[config.mk]
export PLATFORM = sky130hd
export DESIGN_NAME = analog_input_scaler
export DESIGN_NICKNAME = d
export VERILOG_FILES = /design/src/include/ain_scale_pkg.sv /design/src/verilog/analog_input_scaler.sv /design/src/verilog/ain_norm.sv
export SDC_FILE = /design/constraint.sdc
export NUM_CORES = 2
export LEC_CHECK = 0
export BUFFER_PORTS_ARGS = -buffer_cell sky130_fd_sc_hd__buf_2
export CAP_MARGIN = 20
export CORE_AREA = 2 2 428 430
export CTS_BUF_LIST = sky130_fd_sc_hd__clkbuf_8
export DETAILED_ROUTE_END_ITERATION = 16
export DIE_AREA = 0 0 430 432
export PLACE_DENSITY = 0.59
export RECOVER_POWER = 100
export SYNTH_ARGS = -nofsm -noshare
export SYNTH_HDL_FRONTEND = slang
export SYNTH_SLANG_ARGS = --single-unit
[constraint.sdc]
create_clock -name clk -period 21.9 [get_ports clk]
set_input_delay 5.475 -clock clk [delete_from_list [all_inputs] [get_ports clk]]
set_output_delay 5.475 -clock clk [all_outputs]
set_load 0.01 [all_outputs]
[src/include/ain_scale_pkg.sv]
// constants for the analog input scaling path
// assumes signed two's complement converter codes and a host-side parameter write port
package ain_scale_pkg;
	// parameter identifiers as written by set_parameter_cmd
	localparam logic [31:0] PID_OFFSET     = 32'h02000200;
	localparam logic [31:0] PID_GAIN       = 32'h02000300;
	localparam logic [31:0] PID_POLY2      = 32'h02000400;
	localparam logic [31:0] PID_POLY3      = 32'h02000500;
	localparam logic [31:0] PID_POLY4      = 32'h02000600;
	localparam logic [31:0] PID_POS_SENSOR = 32'h07000500;
	localparam logic [31:0] PID_NUM_INPUTS = 32'h0E000B00;
	localparam logic [31:0] PID_NUM_SENSOR = 32'h0E000B03;
	// normalized full scale, plus and minus one hundred
	localparam int NORM_FULL     = 100;
	// fixed point: coefficients are q16.16, outputs q16.16
	localparam int COEF_W        = 32;
	localparam int FRAC_W        = 16;
	// access level needed for coefficient writes
	localparam logic [1:0] LEVEL_COEF = 2'h1;
	// channel counts
	localparam int NUM_CH_TOTAL  = 6;
	localparam int NUM_CH_SENSOR = 4;
	// reset value of the gain: 1.0 in q16.16
	localparam logic [31:0] GAIN_RESET = 32'h00010000;
endpackage

[src/verilog/analog_input_scaler.sv]
// scaling path for the analog input channels: normalize, then offset plus gain
// assumes converter samples and parameter writes are synchronous to clk
// Notes on behaviour
// RL1 - input voltage maps linearly: minus full scale is -100, plus full scale +100
// RL2 - scaled output equals offset plus gain times normalized value
// RL3 - offset comes from zero-order coefficient, gain from first-order coefficient
// RL4 - host computes gain from spans and offset from maximum values
// RL5 - host zeroes higher polynomial coefficients when no linearization wanted
// RL6 - report total and sensor-only channel counts; analog inputs are their difference
// RL7 - host takes scaled limits from position or force range parameters
// RL8 - unipolar zero to full scale range uses normalized limits 0 and +100
// RL9 - host sets scaling before using input as sensor or control source
// RL10 - coefficient writes are refused below command access level one
// RL11 - writes act on volatile copy; save command makes them persistent; the save image holds offset and gain only, not matrix coefficients
// RL12 - sensor-only channels serve motor and sensor sockets, not analog inputs
// RL13 - position-from-sensor values are input matrix coefficients per channel
// RL14 - signed fixed point wide enough; one scaled result per sample
`timescale 1ns/100ps
module analog_input_scaler
	import ain_scale_pkg::*;
#(
	parameter int ADC_W    = 16,
	parameter int NUM_CH   = NUM_CH_TOTAL,
	parameter int NUM_SENS = NUM_CH_SENSOR
) (
	// clock and reset
	input  wire logic                        clk,
	input  wire logic                        rstn,
	// converter sample stream for the selected analog input
	input  wire logic                        sample_valid,
	input  wire logic [2:0]                  sample_ch,
	input  wire logic signed [ADC_W-1:0]     sample_code,
	// parameter write port
	input  wire logic                        set_parameter_cmd,
	input  wire logic [2:0]                  par_ch,
	input  wire logic [31:0]                 par_id,
	input  wire logic [COEF_W-1:0]           par_value,
	input  wire logic [1:0]                  command_level_cmd,
	input  wire logic                        save_nonvolatile_cmd,
	// persistent store interface
	input  wire logic                        nv_load,
	input  wire logic [NUM_CH*2*COEF_W-1:0]  nv_image,
	output logic      [NUM_CH*2*COEF_W-1:0]  nv_save_image,
	output logic                             nv_save_stb,
	// scaled result
	output logic                             scaled_valid,
	output logic [2:0]                       scaled_ch,
	output logic signed [COEF_W-1:0]         scaled_value,
	// status
	output logic                             write_refused,
	output logic [3:0]                       num_inputs,
	output logic [3:0]                       num_sensor,
	output logic [3:0]                       num_analog,
	output logic [NUM_CH*COEF_W-1:0]         pos_matrix
);
	import ain_scale_pkg::*;

	logic [COEF_W-1:0]         offset_q [NUM_CH];
	logic [COEF_W-1:0]         gain_q   [NUM_CH];
	logic [COEF_W-1:0]         matrix_q [NUM_CH];
	logic                      norm_valid;
	logic signed [COEF_W-1:0]  norm_val;
	logic [2:0]                ch_q1;
	logic                      coef_id;
	logic                      poly_id;
	logic                      matrix_id;
	logic                      level_ok;
	logic signed [2*COEF_W-1:0] prod;
	logic signed [2*COEF_W-1:0] sum;
	logic signed [2*COEF_W-1:0] sat_hi;
	logic signed [2*COEF_W-1:0] sat_lo;

	// RL1 normalize sample
	ain_norm #(
		.ADC_W (ADC_W)
	) ain_norm_inst (
		.clk       (clk),
		.rstn      (rstn),
		.in_valid  (sample_valid),
		.in_code   (sample_code),
		.out_valid (norm_valid),
		.out_norm  (norm_val)
	);

	// channel rides beside the normalize stage so result and index stay paired
	always_ff @(posedge clk or negedge rstn) begin
		if (!rstn)
			ch_q1 <= '0;
		else if (sample_valid)
			ch_q1 <= sample_ch;
	end

	// RL10 level gate
	assign level_ok = (command_level_cmd >= LEVEL_COEF);
	assign coef_id  = (par_id == PID_OFFSET) || (par_id == PID_GAIN);
	// higher orders are held at zero here; writes at level one or above are accepted but not stored
	assign poly_id  = (par_id == PID_POLY2) || (par_id == PID_POLY3) || (par_id == PID_POLY4);
	// one matrix id per channel; every one of them is gated, not only the first
	assign matrix_id = (par_id >= PID_POS_SENSOR) && (par_id < PID_POS_SENSOR + 32'(NUM_CH));

	genvar g;
	generate
		for (g = 0; g < NUM_CH; g++) begin : g_ch
			// RL3 coefficient store
			always_ff @(posedge clk or negedge rstn) begin
				if (!rstn) begin
					offset_q[g] <= '0;
					gain_q[g]   <= GAIN_RESET;
				end else if (nv_load) begin
					offset_q[g] <= nv_image[(2*g)*COEF_W +: COEF_W];
					gain_q[g]   <= nv_image[(2*g+1)*COEF_W +: COEF_W];
				end else if (set_parameter_cmd && level_ok && par_ch == 3'(g)) begin
					// RL11 volatile write
					if (par_id == PID_OFFSET)
						offset_q[g] <= par_value;
					if (par_id == PID_GAIN)
						gain_q[g] <= par_value;
				end
			end
			// RL13 input matrix coefficient
			always_ff @(posedge clk or negedge rstn) begin
				if (!rstn)
					matrix_q[g] <= '0;
				else if (set_parameter_cmd && level_ok && par_id == PID_POS_SENSOR + 32'(g))
					matrix_q[g] <= par_value;
			end
			// RL11 save image
			always_ff @(posedge clk or negedge rstn) begin
				if (!rstn)
					nv_save_image[2*g*COEF_W +: 2*COEF_W] <= '0;
				else if (save_nonvolatile_cmd)
					nv_save_image[2*g*COEF_W +: 2*COEF_W] <= {gain_q[g], offset_q[g]};
			end
			// extra stage keeps the output a plain flop; matrix reads lag writes by one edge
			always_ff @(posedge clk or negedge rstn) begin
				if (!rstn)
					pos_matrix[g*COEF_W +: COEF_W] <= '0;
				else
					pos_matrix[g*COEF_W +: COEF_W] <= matrix_q[g];
			end
		end
	endgenerate

	// strobe lags the command by one edge, when the image is already captured
	always_ff @(posedge clk or negedge rstn) begin
		if (!rstn)
			nv_save_stb <= 1'b0;
		else
			nv_save_stb <= save_nonvolatile_cmd;
	end

	// RL10 refusal flag
	always_ff @(posedge clk or negedge rstn) begin
		if (!rstn)
			write_refused <= 1'b0;
		else
			write_refused <= set_parameter_cmd && !level_ok
				&& (coef_id || poly_id || matrix_id);
	end

	// RL2 offset plus gain times normalized, q16.16 product rescaled
	// RL14 wide product then saturation, one result per sample
	assign prod   = $signed(gain_q[ch_q1]) * norm_val;
	assign sum    = (prod >>> FRAC_W) + $signed({{COEF_W{offset_q[ch_q1][COEF_W-1]}}, offset_q[ch_q1]});
	assign sat_hi = $signed({{(COEF_W+1){1'b0}}, {(COEF_W-1){1'b1}}});
	assign sat_lo = -sat_hi - 64'sd1;

	always_ff @(posedge clk or negedge rstn) begin
		if (!rstn) begin
			scaled_valid <= 1'b0;
			scaled_value <= '0;
			scaled_ch    <= '0;
		end else begin
			scaled_valid <= norm_valid;
			// value and channel hold between results so a late reader still sees them
			if (norm_valid) begin
				scaled_ch <= ch_q1;
				if (sum > sat_hi)
					scaled_value <= sat_hi[COEF_W-1:0];
				else if (sum < sat_lo)
					scaled_value <= sat_lo[COEF_W-1:0];
				else
					scaled_value <= sum[COEF_W-1:0];
			end
		end
	end

	// RL6 channel counts
	// RL12 sensor channels excluded
	always_ff @(posedge clk or negedge rstn) begin
		if (!rstn) begin
			num_inputs <= '0;
			num_sensor <= '0;
			num_analog <= '0;
		end else begin
			num_inputs <= 4'(NUM_CH);
			num_sensor <= 4'(NUM_SENS);
			num_analog <= 4'(NUM_CH - NUM_SENS);
		end
	end
endmodule // analog_input_scaler

[src/verilog/ain_norm.sv]
// converts a signed converter code into a normalized q16.16 value
// assumes codes are two's complement and full scale maps to plus or minus one hundred
`timescale 1ns/100ps
module ain_norm
	import ain_scale_pkg::*;
#(
	parameter int ADC_W = 16
) (
	// clock and reset
	input  wire logic                     clk,
	input  wire logic                     rstn,
	// sample in
	input  wire logic                     in_valid,
	input  wire logic signed [ADC_W-1:0]  in_code,
	// normalized out
	output logic                          out_valid,
	output logic signed [COEF_W-1:0]      out_norm
);
	// full scale code is 2^(ADC_W-1); times 100 then rescaled to q16.16
	localparam int SHIFT = ADC_W - 1 - FRAC_W;
	logic signed [ADC_W+7:0] prod;

	assign prod = in_code * $signed(8'(NORM_FULL));

	always_ff @(posedge clk or negedge rstn) begin
		if (!rstn) begin
			out_valid <= 1'b0;
			out_norm  <= '0;
		end else begin
			out_valid <= in_valid;
			if (in_valid) begin
				if (SHIFT >= 0)
					out_norm <= COEF_W'(prod >>> SHIFT);
				else
					out_norm <= COEF_W'(prod) <<< (-SHIFT);
			end
		end
	end
endmodule // ain_norm

==> Word level (Yosys, flattened, before mapping) <==
Index checks and enable logic that the tools add are counted.
{ "op_classes": {"n_addsub": 1, "multipliers": 2, "magnitude_cmp": 6, "n_eq_ne": 16, "muxes": 34, "n_bitwise": 1, "reduce_logical": 43} }
{ "ops": {"columns": ["op", "count"], "rows": [
  ["$mux 32", 32],
  ["$bmux 32 s3", 2],
  ["$eq 32x27->1 const B", 6],
  ["$eq 32x26->1 const B", 5],
  ["$mul 32x22->54", 1],
  ["$add 41x32->42", 1],
  ["$gt 42x32->1 const B", 1],
  ["$lt 42x32->1 const B", 1],
  ["$ge 32x27->1 const B", 1],
  ["$lt 32x27->1 const B", 1],
  ["$reduce_and 2->1", 12],
  ["$mul 16x6->22 const B", 1],
  ["$logic_and 1x1->1", 16],
  ["$reduce_bool 2->1", 8],
  ["$eq 3x2->1 const B", 2],
  ["$eq 3x3->1 const B", 2],
  ["$logic_or 1x1->1", 5],
  ["$ge 4x4->1 const B", 1],
  ["$not 3->4", 1],
  ["$eq 3x1->1 const B", 1],
  ["$logic_not 3->1", 1],
  ["$ge 2x1->1 const B", 1],
  ["$logic_not 1->1", 1]
]} }
{ "totals": {"regBits": 1218, "input_bits": 478, "output_inout_bits": 626, "wordCells": 143} }

==> Longest topological paths before layout <==
{ "depth": {"word_depth": 9, "ltp_mapped": 48, "mapped_depth_nobuf": 42} }

==> By module <==
Synthesis repeated with hierarchy kept, for this count alone.
{ "hier_totals": {"cells_unflattened": 8097, "area_unflattened_um2": 87695.4} }
{ "modules_own_cells": {"columns": ["mod", "instances", "cells_each", "area_each_um2", "seq_area_each_um2"], "rows": [
  ["analog_input_scaler", 1, 7849, 85095.4, 29886.2],
  ["ain_norm", 1, 248, 2600.0, 575.6]
]} }

==> Least setup slack after synthesis <==
No wires, ideal clock.
{ "synth_timing": {"path_type": "flip-flop to flip-flop", "start": "register ch_q1[0]", "end": "register scaled_value[29]", "setup_ns": 0.129, "arrival_ns": 10.684, "required_time_ns": 21.771, "setup_slack_ns": 11.087, "path_stages_with_launch": 42, "path_buffers": 7, "synth_period_minus_slack_ns": 10.813, "path_cell_list": "dfrtp_1 buf_2 buf_2 clkbuf_1 buf_2 mux2i_1 o21ai_0 clkbuf_1 nand2_1 fa_1 fa_1 fa_1 inv_1 fa_1 fa_1 fa_1 inv_1 fa_1 [6 not listed] a21oi_1 o21ai_1 a21oi_1 inv_1 a221o_1 xor2_1 ha_1 clkbuf_1 nand4_1 or4_1 a311oi_1 or3_4 a41oi_2 xnor2_1 nand4b_1 o41ai_4 buf_6 o22ai_1"} }
{ "synth_between": {"elab_chain_len": 9, "elab_cells_between_ends": 13, "classes_between": "add/sub: 1; mul: 1; order compare: 2; mux: 8; bitwise: 1"} }
{ "synth_rtl": {"columns": ["element", "line_no", "source"], "rows": [
  ["from (decl)", "analog_input_scaler.sv:63", "logic [2:0] ch_q1;"],
  ["from (signal assigned)", "analog_input_scaler.sv:90", "ch_q1 <= sample_ch;"],
  ["$not 3->4 (implied by the code) *", "analog_input_scaler.sv:163, analog_input_scaler.sv:164", null],
  ["$bmux 32 s3", "analog_input_scaler.sv:163", "assign prod = $signed(gain_q[ch_q1]) * norm_val;"],
  ["$mux 32 (implied by the code) (2 in a row)", "analog_input_scaler.sv:163", null],
  ["$mul 32x22->54", "analog_input_scaler.sv:163", null],
  ["$add 41x32->42 *", "analog_input_scaler.sv:164", "assign sum = (prod >>> FRAC_W) + $signed({{COEF_W{offset_q[ch_q1][COEF_W-1]}}, offset_q[ch_q1]});"],
  ["$lt 42x32->1", "analog_input_scaler.sv:180", "else if (sum < sat_lo)"],
  ["$mux 32", "analog_input_scaler.sv:180", null],
  ["$mux 32 *", "analog_input_scaler.sv:178", "if (sum > sat_hi)"],
  ["to (signal assigned)", "analog_input_scaler.sv:179", "scaled_value <= sat_hi[COEF_W-1:0];"],
  ["to (signal assigned)", "analog_input_scaler.sv:181", "scaled_value <= sat_lo[COEF_W-1:0];"],
  ["to (signal assigned)", "analog_input_scaler.sv:183", "scaled_value <= sum[COEF_W-1:0];"],
  ["to (decl)", "analog_input_scaler.sv:48", "output logic signed [COEF_W-1:0] scaled_value,"]
]} }
Mark *: on every way between the ends. The rest lies on a longest branch, timed or not. The select of a mux whose other input is x is not followed.
A chain may end at the register's enable or synchronous reset.

==> Worst setup path in the final report <==
{ "layout_timing": {"start": "register ch_q1[1]", "end": "register scaled_value[2]"} }
The elaborated chain is that of the path after synthesis.

==> flow_summary.ini <==
[synthesis]
yosysSeqAreaShare = 0.404
synthCells = 6869
synthFlopType = dfrtp_1
yosysUniqueCellTypes = 80
yosys_warnings = 0
yosys.area.top_type = dfrtp_1
synth_edf_count = 0
syn_area_per_cell_um2 = 11.0
synth_top_area_frac = 0.402
netlist_area_mm2 = 0.0753
synthArstFlopShare = 1.00
synth-seq-cells = 1217
synthTopCellsByArea = dfrtp_1 (40%), fa_1 (19%), mux2_2 (9.0%)

[route]
antenna_left = 0
post_drt_wl_per_cell_um = 29.2
num_vias = 57700
drc = 0
firstDrtPassIters = 6
viasPerCell = 5.51
routed_wl_um = 306000
drt_iter0_markers = 4919

[final_layout]
nets = 9311
syn_to_final_growth_pct = 15.6
drive_gt1_frac = 0.200
final_cell_mix = dfrtp_1 (1,208), inv_1 (833), nand2_1 (791)
final_cells = 10500
fillers = 17100
final_common_cell = dfrtp_1

[critical_path]
critPathMaxStageDelay_ps = 2110
slowest_stage = clkbuf_1
regToRegStartpoint = ch_q1[1]
critical_path_class = reg -> reg
crit_family = compound AO/OA/AOI/OAI gates
crit_buf_inv = 6
cp_common_cell = fa_1
cp_max_fo = 45
crit_arrival_ps = 17720
crit_path_start_kind = register
end_kind = register
rrSetupSlack_ps = 5100
required_ps = 22820
r2r-end = scaled_value[2]
r2r_cells = 38
path_depth = 38

[grt]
grt_antenna_before_repair = 97
grt_pass1_wl_um = 433000
grtUsageTotal = 0.328
gr-total-overflow = 0
first_global_vias = 58900
grt_max_degree = 190

[clocking]
clk_latency_ps = 1040
postCtsHoldBufs = 0
root_buffer = clkbuf_8
cts_tree = built
cts_setup_buffers = 0
cts.sinks = 1217
cts.repair.resized = 0
clock_path_buffers = 3
cts-htree-levels = 4
cts_buffers = 206
clkTransAtPathRegs_ps = 60

[timing]
fin_hold_ws_ps = 305
period_minus_slack_ps = 16800
relSlewSlack = -4.45
rsz0062_at_grt = no
fmax_ghz = 0.0595
period_share = 0.767
fin_setup_tns_ps = 0
setup_viol = 0
worst_pin_slew_ps = 8180
drv_slew = 1854
finalClockSkew_ps = 79.6
setup_ws_ps = 5100
hold_violations = 0

[placed_design]
gp_congestion = 0.973
place_inst = 10000
hpwl_um = 236000
numPortBuffers = 1095
dp_slack_ps = 9380

[floorplanning]
coreArea_mm2 = 0.182
row_count = 157
io_pins = 1104
die-area_mm2 = 0.186
fp.dieW_um = 430
initial_core_util = 0.414
die_y_um = 432

[min_path]
whs_endpoint = pos_matrix[13]
hold_start = matrix_q[173]
hold_depth = 0
hp-class = reg -> reg

[job]
cap_violations = 35

[status]
status = finished, violations left
violations = capacitance limit, slew limit
-- metrics by stage --
stage,utilization,area (um2)
after floorplan,-,75300
after detailed placement,0.459,83400
after CTS,0.484,87900
after global routing,0.479,87000
final,0.479,87000
after global placement,0.459,83400
-- worst max path at each step --
stage                     startpoint                to  slack, ps
after floorplan             ch_q1[0]  scaled_value[29]      11090
after global placement      ch_q1[1]   scaled_value[4]       9570
after detailed placement    ch_q1[1]   scaled_value[4]       9380
after CTS                   ch_q1[1]  scaled_value[25]       9300
after global routing        ch_q1[1]  scaled_value[17]       4370
final                       ch_q1[1]   scaled_value[2]       5100
-- sequential cells by signal (all words and copies together), names as in the netlist --
| name | cells |
|---|---|
| offset_q | 192 |
| pos_matrix | 192 |
| scaled_valid | 1 |
| ain_norm_inst.out_valid | 1 |
| scaled_value | 32 |
| ain_norm_inst.out_norm | 22 |
| scaled_ch | 3 |
| ch_q1 | 3 |
| nv_save_image | 384 |
| matrix_q | 192 |
| gain_q | 192 |
| num_analog | 1 |
| write_refused | 1 |
| nv_save_stb | 1 |
-- worst reg2reg max path, delay by kind of cell (launching register included) --
kind / cells / cell delay (ps)
AOI/OAI and AO/OA: 11 / 5440
adders and majority gates: 9 / 4200
and+or+nand+nor: 10 / 3100
buffers and inverters: 6 / 2590
DFF: 1 / 1010
xor gates and xnor gates: 2 / 370
-- synthesized netlist by cell type (44+ instances only) --
master	number
nor2_1	238
xnor2_1	67
mux4_2	64
inv_1	770
ha_1	245
o21ai_0	389
dfrtp_1	1211
clkbuf_1	380
a21o_1	47
a21oi_1	607
nor2b_1	44
and2_1	265
nand2_1	793
mux2_2	601
fa_1	715
mux2i_1	69
-- cell families (layout without fill, tap and decap cells) --
family | Yosys count | count (layout) | synth area share
AOI/OAI and AO/OA | 1196 | 1196 | 0.0866
xor gates and xnor gates | 102 | 102 | 0.0120
adders and majority gates | 960 | 960 | 0.231
buffers and inverters | 1194 | 2358 | 0.0605
DFF | 1217 | 1217 | 0.404
muxes | 735 | 735 | 0.118
other | 2 | 62 | 0.0000997
and+or+nand+nor | 1463 | 1463 | 0.0872
-- final cells by class --
| type | count | area (um2) | share of cell area |
|---|---|---|---|
| Sequential cell | 1217 | 30500 | 0.350 |
| Inverter | 770 | 2890 | 0.0332 |
| Clock buffer | 258 | 3550 | 0.0408 |
| Antenna cell | 53 | 133 | 0.00152 |
| Timing Repair Buffer | 1213 | 5570 | 0.0640 |
| Multi-Input combinational cell | 4465 | 40500 | 0.466 |
| Tap cell | 2385 | 2980 | 0.0343 |
| Clock inverter | 117 | 921 | 0.0106 |
-- layer usage --
layer	share of wire	GRT usage
met4	0.071	0.203
met3	0.077	0.0765
met1	0.39	0.413
met5	0.0012	0
met2	0.46	0.514
Power is left out: the tool's default activity adds up to more than one toggle a clock period on the data nets, which glitch-free logic cannot reach.
